$ cat config.mk
export PLATFORM = sky130hd
export DESIGN_NAME = asr_receiver
export DESIGN_NICKNAME = d
export VERILOG_FILES = /design/src/core/asr_pkg.sv /design/src/core/asr_char_if.sv /design/src/core/asr_receiver.sv /design/src/core/asr_rx_fifo.sv
export SDC_FILE = /design/constraint.sdc
export NUM_CORES = 1
export LEC_CHECK = 0
export BUFFER_PORTS_ARGS = -buffer_cell sky130_fd_sc_hd__buf_2
export CAP_MARGIN = 20
export CORE_MARGIN = 2
export CORE_UTILIZATION = 54
export CTS_CLUSTER_DIAMETER = 80
export DETAILED_ROUTE_END_ITERATION = 8
export GPL_ROUTABILITY_DRIVEN = 0
export PLACE_DENSITY = 0.76
export REMOVE_ABC_BUFFERS = 1
export SYNTH_ARGS = -nofsm -noshare
export SYNTH_HDL_FRONTEND = slang
export SYNTH_SLANG_ARGS = --single-unit
$ cat constraint.sdc
create_clock -name clk_sys -period 2.45 [get_ports clk_sys]
set_input_delay 0.1225 -clock clk_sys [delete_from_list [all_inputs] [get_ports clk_sys]]
set_output_delay 0.1225 -clock clk_sys [all_outputs]
set_load 0.02 [all_outputs]
$ cat src/core/asr_pkg.sv
// Purpose: Shared constants and types for the async serial receiver
// Assumes: 16x oversampling tick derived from a divider on clk_sys
// Notes: Counts are in oversampling ticks unless named otherwise
package asr_pkg;
    // ----------------------------------------
    // Oversampling and framing
    // ----------------------------------------
    localparam int OVERSAMPLE = 16;
    localparam logic [3:0] HALF_BIT_TICKS = 4'h7;
    localparam logic [3:0] FULL_BIT_TICKS = 4'hf;
    localparam logic [3:0] VOTE_FIRST_TICK = 4'h6;
    localparam int DATA_BITS_MAX = 9;
    localparam int FIFO_DEPTH = 2;
    localparam logic [15:0] BAUD_DIV_RESET = 16'h0001;

    typedef enum logic [1:0] {
        ST_IDLE,
        ST_START,
        ST_DATA,
        ST_STOP
    } asr_state_e;
endpackage

$ cat src/core/asr_char_if.sv
// Purpose: Carries one received character from the framer to the FIFO
// Assumes: Single clock domain
// Notes: push is a one-cycle strobe
`timescale 1ns/1ns
interface asr_char_if;
    logic push;
    logic [8:0] data;
    logic frameErr;

    modport framer (output push, output data, output frameErr);
    modport fifo (input push, input data, input frameErr);
endinterface

$ cat src/core/asr_receiver.sv
// Purpose: Asynchronous serial receiver with 16x oversampling and 2-deep FIFO
// Assumes: rxLine synchronous to clk_sys; baudDiv sets clk_sys cycles per tick
// Notes: Outputs registered; pending flag follows FIFO occupancy
//
// Functional notes
// - A character starts only on a falling edge of the idle-high line.
// - Half a bit after the edge the line must still be low.
// - A high line at mid start bit drops the attempt silently.
// - Each following bit center is one bit apart and sampled by majority vote into the shift register.
// - One bit after the last data bit the stop position is sampled.
// - A low stop sample sets the framing error for that character, a high one clears it.
// - Right after the stop sample the character enters the FIFO if a slot is free, and pending is set.
// - Reading the data port returns and removes the oldest character.
// - Pending is high when enabled and the FIFO holds an unread character.
// - Pending cannot be written by software; it follows occupancy only.
// - The interrupt request needs pending and all three enables.
// - Pending ignores every interrupt enable.
// - Recovery runs at sixteen ticks per bit; eight or nine data bits per character.
// - The FIFO holds two characters while a third shifts in, reached only via the read port.
`timescale 1ns/1ns
module asr_receiver #(
    parameter int FIFO_DEPTH = asr_pkg::FIFO_DEPTH
) (
    // Clock and reset
    input wire logic clk_sys,
    input wire logic rst_n,
    // Serial line
    input wire logic rxLine,
    // Control
    input wire logic continuousReceiveEnable,
    input wire logic serialPortEnable,
    input wire logic clockedModeSelect,
    input wire logic nineBitMode,
    input wire logic [15:0] baudDiv,
    input wire logic rxIrqEnable,
    input wire logic peripheralIrqEnable,
    input wire logic globalIrqEnable,
    // Data read port
    input wire logic rxDataRead,
    output logic [8:0] rxDataReadPort,
    output logic rxFrameError,
    output logic rxOverrun,
    // Status and interrupt
    output logic rxCharPendingFlag,
    output logic rxIrq,
    output logic rxBusy
);
    typedef struct packed {
        asr_pkg::asr_state_e state;
        logic lineLast;
        logic [15:0] divCnt;
        logic [3:0] tickCnt;
        logic [3:0] bitCnt;
        logic [1:0] votes;
        logic [8:0] receiveShiftRegister;
        logic push;
        logic [8:0] pushData;
        logic pushErr;
        logic [8:0] outData;
        logic outErr;
        logic ovr;
        logic pending;
        logic irq;
        logic busy;
    } asr_s;

    asr_s s_q, s_d;

    asr_char_if chr ();

    logic enabled;
    logic fifoNotEmpty;
    logic fifoOvf;
    logic [8:0] headData;
    logic headErr;
    logic popNow;

    assign enabled = continuousReceiveEnable && serialPortEnable && !clockedModeSelect;
    assign popNow = rxDataRead && fifoNotEmpty;

    function automatic logic majority(input logic [1:0] cnt, input logic last);
        majority = ((2'(cnt) + 2'(last)) >= 2'h2);
    endfunction

    assign chr.push = s_q.push;
    assign chr.data = s_q.pushData;
    assign chr.frameErr = s_q.pushErr;

    // ----------------------------------------
    // Receive FIFO
    // ----------------------------------------
    // Two entries plus shifter
    asr_rx_fifo #(
        .DEPTH(FIFO_DEPTH)
    ) u_fifo (
        .clk_sys(clk_sys),
        .rst_n(rst_n),
        .inChar(chr),
        .pop(rxDataRead),
        .flush(!enabled),
        .headData(headData),
        .headFrameErr(headErr),
        .notEmpty(fifoNotEmpty),
        .overflow(fifoOvf)
    );

    // ----------------------------------------
    // Framer
    // ----------------------------------------
    always_comb begin
        logic tick;
        logic [3:0] lastBit;
        logic bitVal;
        tick = 1'b0;
        lastBit = nineBitMode ? 4'h8 : 4'h7;
        bitVal = majority(s_q.votes, rxLine);
        s_d = s_q;
        s_d.push = 1'b0;
        s_d.lineLast = rxLine;
        if (s_q.divCnt >= baudDiv - 16'h0001 || baudDiv == 16'h0000) begin
            s_d.divCnt = '0;
            tick = 1'b1;
        end else begin
            s_d.divCnt = s_q.divCnt + 16'h0001;
        end
        if (tick) begin
            s_d.tickCnt = s_q.tickCnt + 4'h1;
            if (s_q.tickCnt == asr_pkg::VOTE_FIRST_TICK) begin
                s_d.votes = 2'(rxLine);
            end else if (s_q.tickCnt == asr_pkg::HALF_BIT_TICKS) begin
                s_d.votes = s_q.votes + 2'(rxLine);
            end
        end
        case (s_q.state)
            asr_pkg::ST_IDLE: begin
                if (s_q.lineLast && !rxLine) begin
                    s_d.state = asr_pkg::ST_START;
                    s_d.tickCnt = '0;
                    s_d.divCnt = '0;
                    s_d.votes = '0;
                end
            end
            asr_pkg::ST_START: begin
                // Third vote on the center tick, as for data bits
                if (tick && s_q.tickCnt == asr_pkg::HALF_BIT_TICKS + 4'h1) begin
                    if (bitVal) begin
                        s_d.state = asr_pkg::ST_IDLE;
                    end else begin
                        s_d.state = asr_pkg::ST_DATA;
                        s_d.bitCnt = '0;
                    end
                end
            end
            asr_pkg::ST_DATA: begin
                if (tick && s_q.tickCnt == asr_pkg::HALF_BIT_TICKS + 4'h1) begin
                    s_d.receiveShiftRegister = {bitVal, s_q.receiveShiftRegister[8:1]};
                    s_d.bitCnt = s_q.bitCnt + 4'h1;
                    if (s_q.bitCnt == lastBit) begin
                        s_d.state = asr_pkg::ST_STOP;
                    end
                end
            end
            asr_pkg::ST_STOP: begin
                if (tick && s_q.tickCnt == asr_pkg::HALF_BIT_TICKS + 4'h1) begin
                    s_d.state = asr_pkg::ST_IDLE;
                    s_d.push = 1'b1;
                    s_d.pushData = nineBitMode ? s_q.receiveShiftRegister
                        : {1'b0, s_q.receiveShiftRegister[8:1]};
                    s_d.pushErr = !bitVal;
                end
            end
            default: begin
                s_d.state = asr_pkg::ST_IDLE;
            end
        endcase
        if (!enabled) begin
            s_d.state = asr_pkg::ST_IDLE;
            s_d.push = 1'b0;
        end
        s_d.outData = headData;
        s_d.outErr = headErr;
        s_d.ovr = s_q.ovr | fifoOvf;
        if (popNow && !fifoOvf) begin
            s_d.ovr = 1'b0;
        end
        s_d.pending = enabled && fifoNotEmpty;
        s_d.irq = s_d.pending && rxIrqEnable && peripheralIrqEnable && globalIrqEnable;
        // Registered copy of the frame-in-progress state
        s_d.busy = (s_d.state != asr_pkg::ST_IDLE);
    end

    always_ff @(posedge clk_sys or negedge rst_n) begin
        if (!rst_n) begin
            s_q <= '0;
            s_q.lineLast <= 1'b1;
        end else begin
            s_q <= s_d;
        end
    end

    assign rxDataReadPort = s_q.outData;
    assign rxFrameError = s_q.outErr;
    assign rxOverrun = s_q.ovr;
    assign rxCharPendingFlag = s_q.pending;
    assign rxIrq = s_q.irq;
    assign rxBusy = s_q.busy;
endmodule

$ cat src/core/asr_rx_fifo.sv
// Purpose: Two-entry receive FIFO holding character and framing error
// Assumes: Overflow drops the newest character
// Notes: Storage only reachable through the pop port
`timescale 1ns/1ns
module asr_rx_fifo #(
    parameter int DEPTH = asr_pkg::FIFO_DEPTH
) (
    // Clock and reset
    input wire logic clk_sys,
    input wire logic rst_n,
    // Write side
    asr_char_if.fifo inChar,
    // Read side
    input wire logic pop,
    input wire logic flush,
    output logic [8:0] headData,
    output logic headFrameErr,
    output logic notEmpty,
    output logic overflow
);
    localparam int PW = $clog2(DEPTH);

    typedef struct packed {
        logic [DEPTH-1:0][9:0] mem;
        logic [PW-1:0] rdPtr;
        logic [PW-1:0] wrPtr;
        logic [PW:0] count;
        logic ovf;
    } asrf_s;

    asrf_s s_q, s_d;

    function automatic logic [PW-1:0] ptrInc(input logic [PW-1:0] p);
        ptrInc = (p == PW'(DEPTH - 1)) ? '0 : PW'(p + 1'b1);
    endfunction

    always_comb begin
        logic doPush;
        logic doPop;
        doPush = inChar.push && (s_q.count != (PW+1)'(DEPTH));
        doPop = pop && (s_q.count != '0);
        s_d = s_q;
        s_d.ovf = inChar.push && !doPush;
        if (doPush) begin
            s_d.mem[s_q.wrPtr] = {inChar.frameErr, inChar.data};
            s_d.wrPtr = ptrInc(s_q.wrPtr);
        end
        if (doPop) begin
            s_d.rdPtr = ptrInc(s_q.rdPtr);
        end
        s_d.count = (PW+1)'(s_q.count + doPush - doPop);
        if (flush) begin
            s_d.rdPtr = '0;
            s_d.wrPtr = '0;
            s_d.count = '0;
        end
    end

    always_ff @(posedge clk_sys or negedge rst_n) begin
        if (!rst_n) begin
            s_q <= '0;
        end else begin
            s_q <= s_d;
        end
    end

    assign headData = s_q.mem[s_q.rdPtr][8:0];
    assign headFrameErr = s_q.mem[s_q.rdPtr][9];
    assign notEmpty = (s_q.count != '0);
    assign overflow = s_q.ovf;
endmodule

==> impl_metrics.prom <==
# TYPE chip_impl_metric gauge
chip_impl_metric{name="synthCells",unit=""} 402
chip_impl_metric{name="critical_path_arrival",unit="ns"} 3.37
chip_impl_metric{name="final.min_clock_period",unit="ns"} 3.14
chip_impl_metric{name="synth.avg_cell_area",unit="µm²"} 11.4
chip_impl_metric{name="clock_tree.htree_level_count",unit=""} 3
chip_impl_metric{name="fmax",unit="MHz"} 319
chip_impl_metric{name="final_design_area_no_fill",unit="µm²"} 5850
chip_impl_metric{name="synth_seq_cells",unit=""} 88
chip_impl_metric{name="finalHoldViolCount",unit=""} 0
chip_impl_metric{name="finClkSkew",unit="ns"} 0.00748
chip_impl_info{name="clockRootBuffer",value="sky130_fd_sc_hd__clkbuf_8"} 1
chip_impl_metric{name="drt_iter0_markers",unit=""} 219
chip_impl_metric{name="power_density",unit="nW/µm²"} 476
chip_impl_metric{name="vias_per_cell",unit=""} 5.64
chip_impl_metric{name="utilization_of_the_core_after_routing",unit=""} 0.712
chip_impl_metric{name="worst-path-max-fanout",unit=""} 5
chip_impl_info{name="critical_path.slowest_cell",value="sky130_fd_sc_hd__or4b_4"} 1
chip_impl_metric{name="layout.nets",unit=""} 548
chip_impl_metric{name="setup_tns",unit="ns"} -28.99
chip_impl_info{name="violations_in_the_final_reports",value="negative setup slack"} 1
chip_impl_metric{name="die_y",unit="µm"} 96.2
chip_impl_metric{name="hold_ws",unit="ns"} 0.0181
chip_impl_info{name="grt_setup_unrepaired",value="yes"} 1
chip_impl_metric{name="avgRoutedWirePerCell",unit="µm"} 17.6
chip_impl_metric{name="synth.top_cell.area_share",unit=""} 0.475
chip_impl_metric{name="clock_latency",unit="ns"} 0.36
chip_impl_metric{name="postSynth.asyncResetShare",unit=""} 1.00
chip_impl_metric{name="max-vdd-ir-drop",unit="mV"} 0.331
chip_impl_metric{name="final_layout_size_suffix_gt1_frac",unit=""} 0.449
chip_impl_info{name="worstSetupEndpointType",value="flip-flop"} 1
chip_impl_metric{name="layout_worst_path_cycle_share",unit=""} 1.28
chip_impl_metric{name="setup_ws",unit="ns"} -0.686
chip_impl_metric{name="worst_path_largest_cell_delay",unit="ns"} 0.45
chip_impl_metric{name="slew_headroom",unit=""} 0.429
chip_impl_metric{name="antenna_viol_nets_final",unit=""} 0
chip_impl_info{name="worst_path_dominant_cell_family",value="simple AND/OR/NAND/NOR gates"} 1
chip_impl_metric{name="finalMaxSlewViolations",unit=""} 0
chip_impl_metric{name="post_synth_instance_area",unit="µm²"} 4590
chip_impl_metric{name="n_antenna_cell",unit=""} 0
chip_impl_info{name="area_contributors_post_synth",value="sky130_fd_sc_hd__dfrtp_1, sky130_fd_sc_hd__mux2_2, sky130_fd_sc_hd__ha_1"} 1
chip_impl_metric{name="top_level_ports",unit=""} 41
chip_impl_metric{name="required",unit="ns"} 2.69
chip_impl_info{name="synth_top_area_cell",value="sky130_fd_sc_hd__dfrtp_1"} 1
chip_impl_metric{name="drtPass1Iterations",unit=""} 5
chip_impl_metric{name="placed_area",unit="µm²"} 5160
chip_impl_metric{name="placed_cells",unit=""} 576
chip_impl_metric{name="dp_worst_setup_slack",unit="ns"} -1.34
chip_impl_metric{name="total_power_draw",unit="mW"} 2.78
chip_impl_info{name="timing.setup.critical_path_class",value="in2reg"} 1
chip_impl_info{name="cts_tree",value="yes"} 1
chip_impl_metric{name="setup-violations-final",unit=""} 49
chip_impl_metric{name="floorplan.initialDensity",unit=""} 0.558
chip_impl_info{name="critPathMostFrequentCell",value="sky130_fd_sc_hd__buf_6"} 1
chip_impl_metric{name="synth-edff-count",unit=""} 0
chip_impl_metric{name="tightestPinTransition",unit="ns"} 0.853
chip_impl_metric{name="synth.yosys.warnings",unit=""} 0
chip_impl_info{name="timing.critical_path.cells",value="buf_6 -> inv_4 -> ha_4 -> or4b_4 -> or2_4 -> or4_4 -> xor2_1 -> ha_1 -> nand4_1 -> buf_6 -> nor2_4 -> o2bb2ai_4 -> o31a_1 -> buf_6 -> buf_6 -> buf_4 -> a21oi_2 -> a211oi_2"} 1
chip_impl_metric{name="path_buf_inv",unit=""} 6
chip_impl_metric{name="maximum_number_of_buffers_from_clock_root_to_sink",unit=""} 2
chip_impl_metric{name="cts_made_buffers",unit=""} 9
chip_impl_metric{name="tritoncts_num_sinks",unit=""} 88
chip_impl_metric{name="synth-seq-area-share",unit=""} 0.480
chip_impl_metric{name="antenna_violations_before_repair",unit=""} 0
chip_impl_metric{name="io_buffers",unit=""} 40
chip_impl_metric{name="drc_errors",unit=""} 0
chip_impl_metric{name="post_synth_num_cell_types",unit=""} 51
chip_impl_info{name="result_of_the_run",value="finished, violations left"} 1
chip_impl_metric{name="path_clk_slew",unit="ns"} 0.09
chip_impl_metric{name="first_global_vias",unit=""} 3485
chip_impl_metric{name="grt_first_pass_wirelength",unit="mm"} 15.9
chip_impl_info{name="hp-class",value="in2reg"} 1
chip_impl_metric{name="globalRouteOverflowTotal",unit=""} 0
chip_impl_metric{name="power_leakage",unit="nW"} 2.83
chip_impl_metric{name="die_w",unit="µm"} 96.2
chip_impl_metric{name="vias",unit=""} 3420
chip_impl_metric{name="grt.total_usage",unit=""} 0.223
chip_impl_metric{name="design.die.area",unit="µm²"} 9240
chip_impl_info{name="cp-start-kind",value="primary input"} 1
chip_impl_metric{name="max_cap_violations",unit=""} 0
chip_impl_metric{name="area_growth",unit="%"} 27.6
chip_impl_metric{name="floorplan_core_area",unit="µm²"} 8220
chip_impl_metric{name="detailedPlacementHpwl",unit="mm"} 6.49
chip_impl_metric{name="wirelength",unit="mm"} 10.6
chip_impl_metric{name="filler_free_cell_count_of_the_finished_design",unit=""} 606
chip_impl_metric{name="std_cell_rows",unit=""} 33
chip_impl_metric{name="grt_start_max_net_pins",unit=""} 49
chip_impl_info{name="ys_dominant_reg_cell",value="sky130_fd_sc_hd__dfrtp_1"} 1
## cell usage in the layout (no fill, tap or decap), types with 3 or more instances in the layout
master	count
sky130_fd_sc_hd__dfrtp_1	87
sky130_fd_sc_hd__mux2_2	46
sky130_fd_sc_hd__buf_4	39
sky130_fd_sc_hd__buf_2	36
sky130_fd_sc_hd__nor2_1	26
sky130_fd_sc_hd__ha_1	24
sky130_fd_sc_hd__buf_6	20
sky130_fd_sc_hd__xor2_1	18
sky130_fd_sc_hd__nand2_1	17
sky130_fd_sc_hd__inv_1	17
sky130_fd_sc_hd__xnor2_1	17
sky130_fd_sc_hd__nor2_2	11
sky130_fd_sc_hd__a21oi_1	10
sky130_fd_sc_hd__clkbuf_8	10
sky130_fd_sc_hd__nor3_1	9
sky130_fd_sc_hd__mux2_4	8
sky130_fd_sc_hd__nand4_1	7
sky130_fd_sc_hd__a21oi_2	6
sky130_fd_sc_hd__nand3_1	6
sky130_fd_sc_hd__o21ai_0	5
sky130_fd_sc_hd__nor2_4	5
sky130_fd_sc_hd__mux2i_1	4
sky130_fd_sc_hd__o21ai_2	4
sky130_fd_sc_hd__or4_4	3
sky130_fd_sc_hd__o31ai_4	3
sky130_fd_sc_hd__and3_1	3
## routing by layer
layer | wire (µm) | global-route usage | share of wire | vias up
li1 | - | - | - | 1592
met1 | 4170 | 0.264 | 0.39 | 1700
met2 | 5900 | 0.385 | 0.55 | 103
met3 | 363 | 0.0564 | 0.034 | 25
met4 | 221 | 0.0917 | 0.021 | 0
met5 | 0 | 0 | 0 | -
## logic make-up (layout without fill, tap and decap cells)
| family | count (synthesis) | after routing | synth area share |
|---|---|---|---|
| AND/OR/NAND/NOR | 109 | 110 | 0.120 |
| buffers and inverters | 37 | 135 | 0.0428 |
| multiplexers | 59 | 59 | 0.150 |
| flip-flops | 88 | 88 | 0.480 |
| adder cells (fa/ha/maj) | 25 | 25 | 0.0682 |
| AO/OA/AOI/OAI | 48 | 48 | 0.0701 |
| XOR/XNOR | 36 | 36 | 0.0688 |
## cell usage after synthesis, types with 3 or more instances
| library cell | instances |
|---|---|
| sky130_fd_sc_hd__inv_1 | 19 |
| sky130_fd_sc_hd__mux2i_1 | 5 |
| sky130_fd_sc_hd__nand2_1 | 17 |
| sky130_fd_sc_hd__o21ai_0 | 11 |
| sky130_fd_sc_hd__a21oi_1 | 16 |
| sky130_fd_sc_hd__o31ai_1 | 3 |
| sky130_fd_sc_hd__buf_4 | 11 |
| sky130_fd_sc_hd__xor2_1 | 18 |
| sky130_fd_sc_hd__and3_1 | 3 |
| sky130_fd_sc_hd__mux2_4 | 8 |
| sky130_fd_sc_hd__dfrtp_1 | 87 |
| sky130_fd_sc_hd__ha_1 | 25 |
| sky130_fd_sc_hd__nand4_1 | 7 |
| sky130_fd_sc_hd__nand3_1 | 6 |
| sky130_fd_sc_hd__nor3_1 | 10 |
| sky130_fd_sc_hd__mux2_2 | 46 |
| sky130_fd_sc_hd__or3_1 | 3 |
| sky130_fd_sc_hd__xnor2_1 | 18 |
| sky130_fd_sc_hd__nor2_1 | 42 |
| sky130_fd_sc_hd__clkbuf_1 | 4 |
## path summary, 6_finish.rpt
check / from / end / slack (ns) / cells past startpoint
worst max-delay path: baudDiv[1] / s_q[37] / -0.69 / 18
worst min-delay path: rxIrqEnable / rxIrq / 0.02 / 2
worst max register to register: s_q[45] / s_q[62] / -0.03 / 10
worst min register to register: u_fifo.overflow / rxOverrun / 0.44 / 1
max in group asynchronous: rst_n / s_q[60] / 1.47 / 3
min in group asynchronous: rst_n / rxDataReadPort[2] / 0.28 / 2
## power by group
group / internal, mW / leakage, nW / switching [mW]
sequential: 1.48 / 1.22 / 0.0317
clock: 0.400 / 0.0891 / 0.526
combinational: 0.168 / 1.52 / 0.178
total: 2.05 / 2.83 / 0.736
## what timing repair did
action / in CTS / in global routing
gates resized for setup: 58 / 40
setup endpoints to repair: 49 / 49
gates cloned: 2 / 0
buffers inserted: 3 / 8
endpoints found under the hold margin: 41 / 0
hold buffers: 2 / 0
pin swaps: 37 / 14
## registers in the layout, indices dropped and copies added (netlist names)
register / flops
chr.data: 9
chr.frameErr: 1
chr.push: 1
rxBusy: 1
rxCharPendingFlag: 1
rxDataReadPort: 9
rxFrameError: 1
rxIrq: 1
rxOverrun: 1
s_q: 38
u_fifo.overflow: 1
u_fifo.s_q: 24
## layout make-up
type,count,area (µm²)
Multi-Input combinational cell,278,2490
Inverter,19,76.3
Timing Repair Buffer,100,773
Clock inverter,6,42.5
Clock buffer,10,138
Sequential cell,88,2200
Fill cell,574,2360
Tap cell,105,131
## worst register-to-register path: stages, from the launching register on
cell	delay [ns]
sky130_fd_sc_hd__dfrtp_1	0.41
sky130_fd_sc_hd__ha_1	0.31
sky130_fd_sc_hd__nor2b_1	0.14
sky130_fd_sc_hd__o211a_1	0.21
sky130_fd_sc_hd__o31a_1	0.32
sky130_fd_sc_hd__buf_6	0.15
sky130_fd_sc_hd__o311ai_4	0.30
sky130_fd_sc_hd__buf_6	0.17
sky130_fd_sc_hd__buf_6	0.10
sky130_fd_sc_hd__mux2i_1	0.19
sky130_fd_sc_hd__nor2_1	0.07
(Power assumes the default switching activity.)
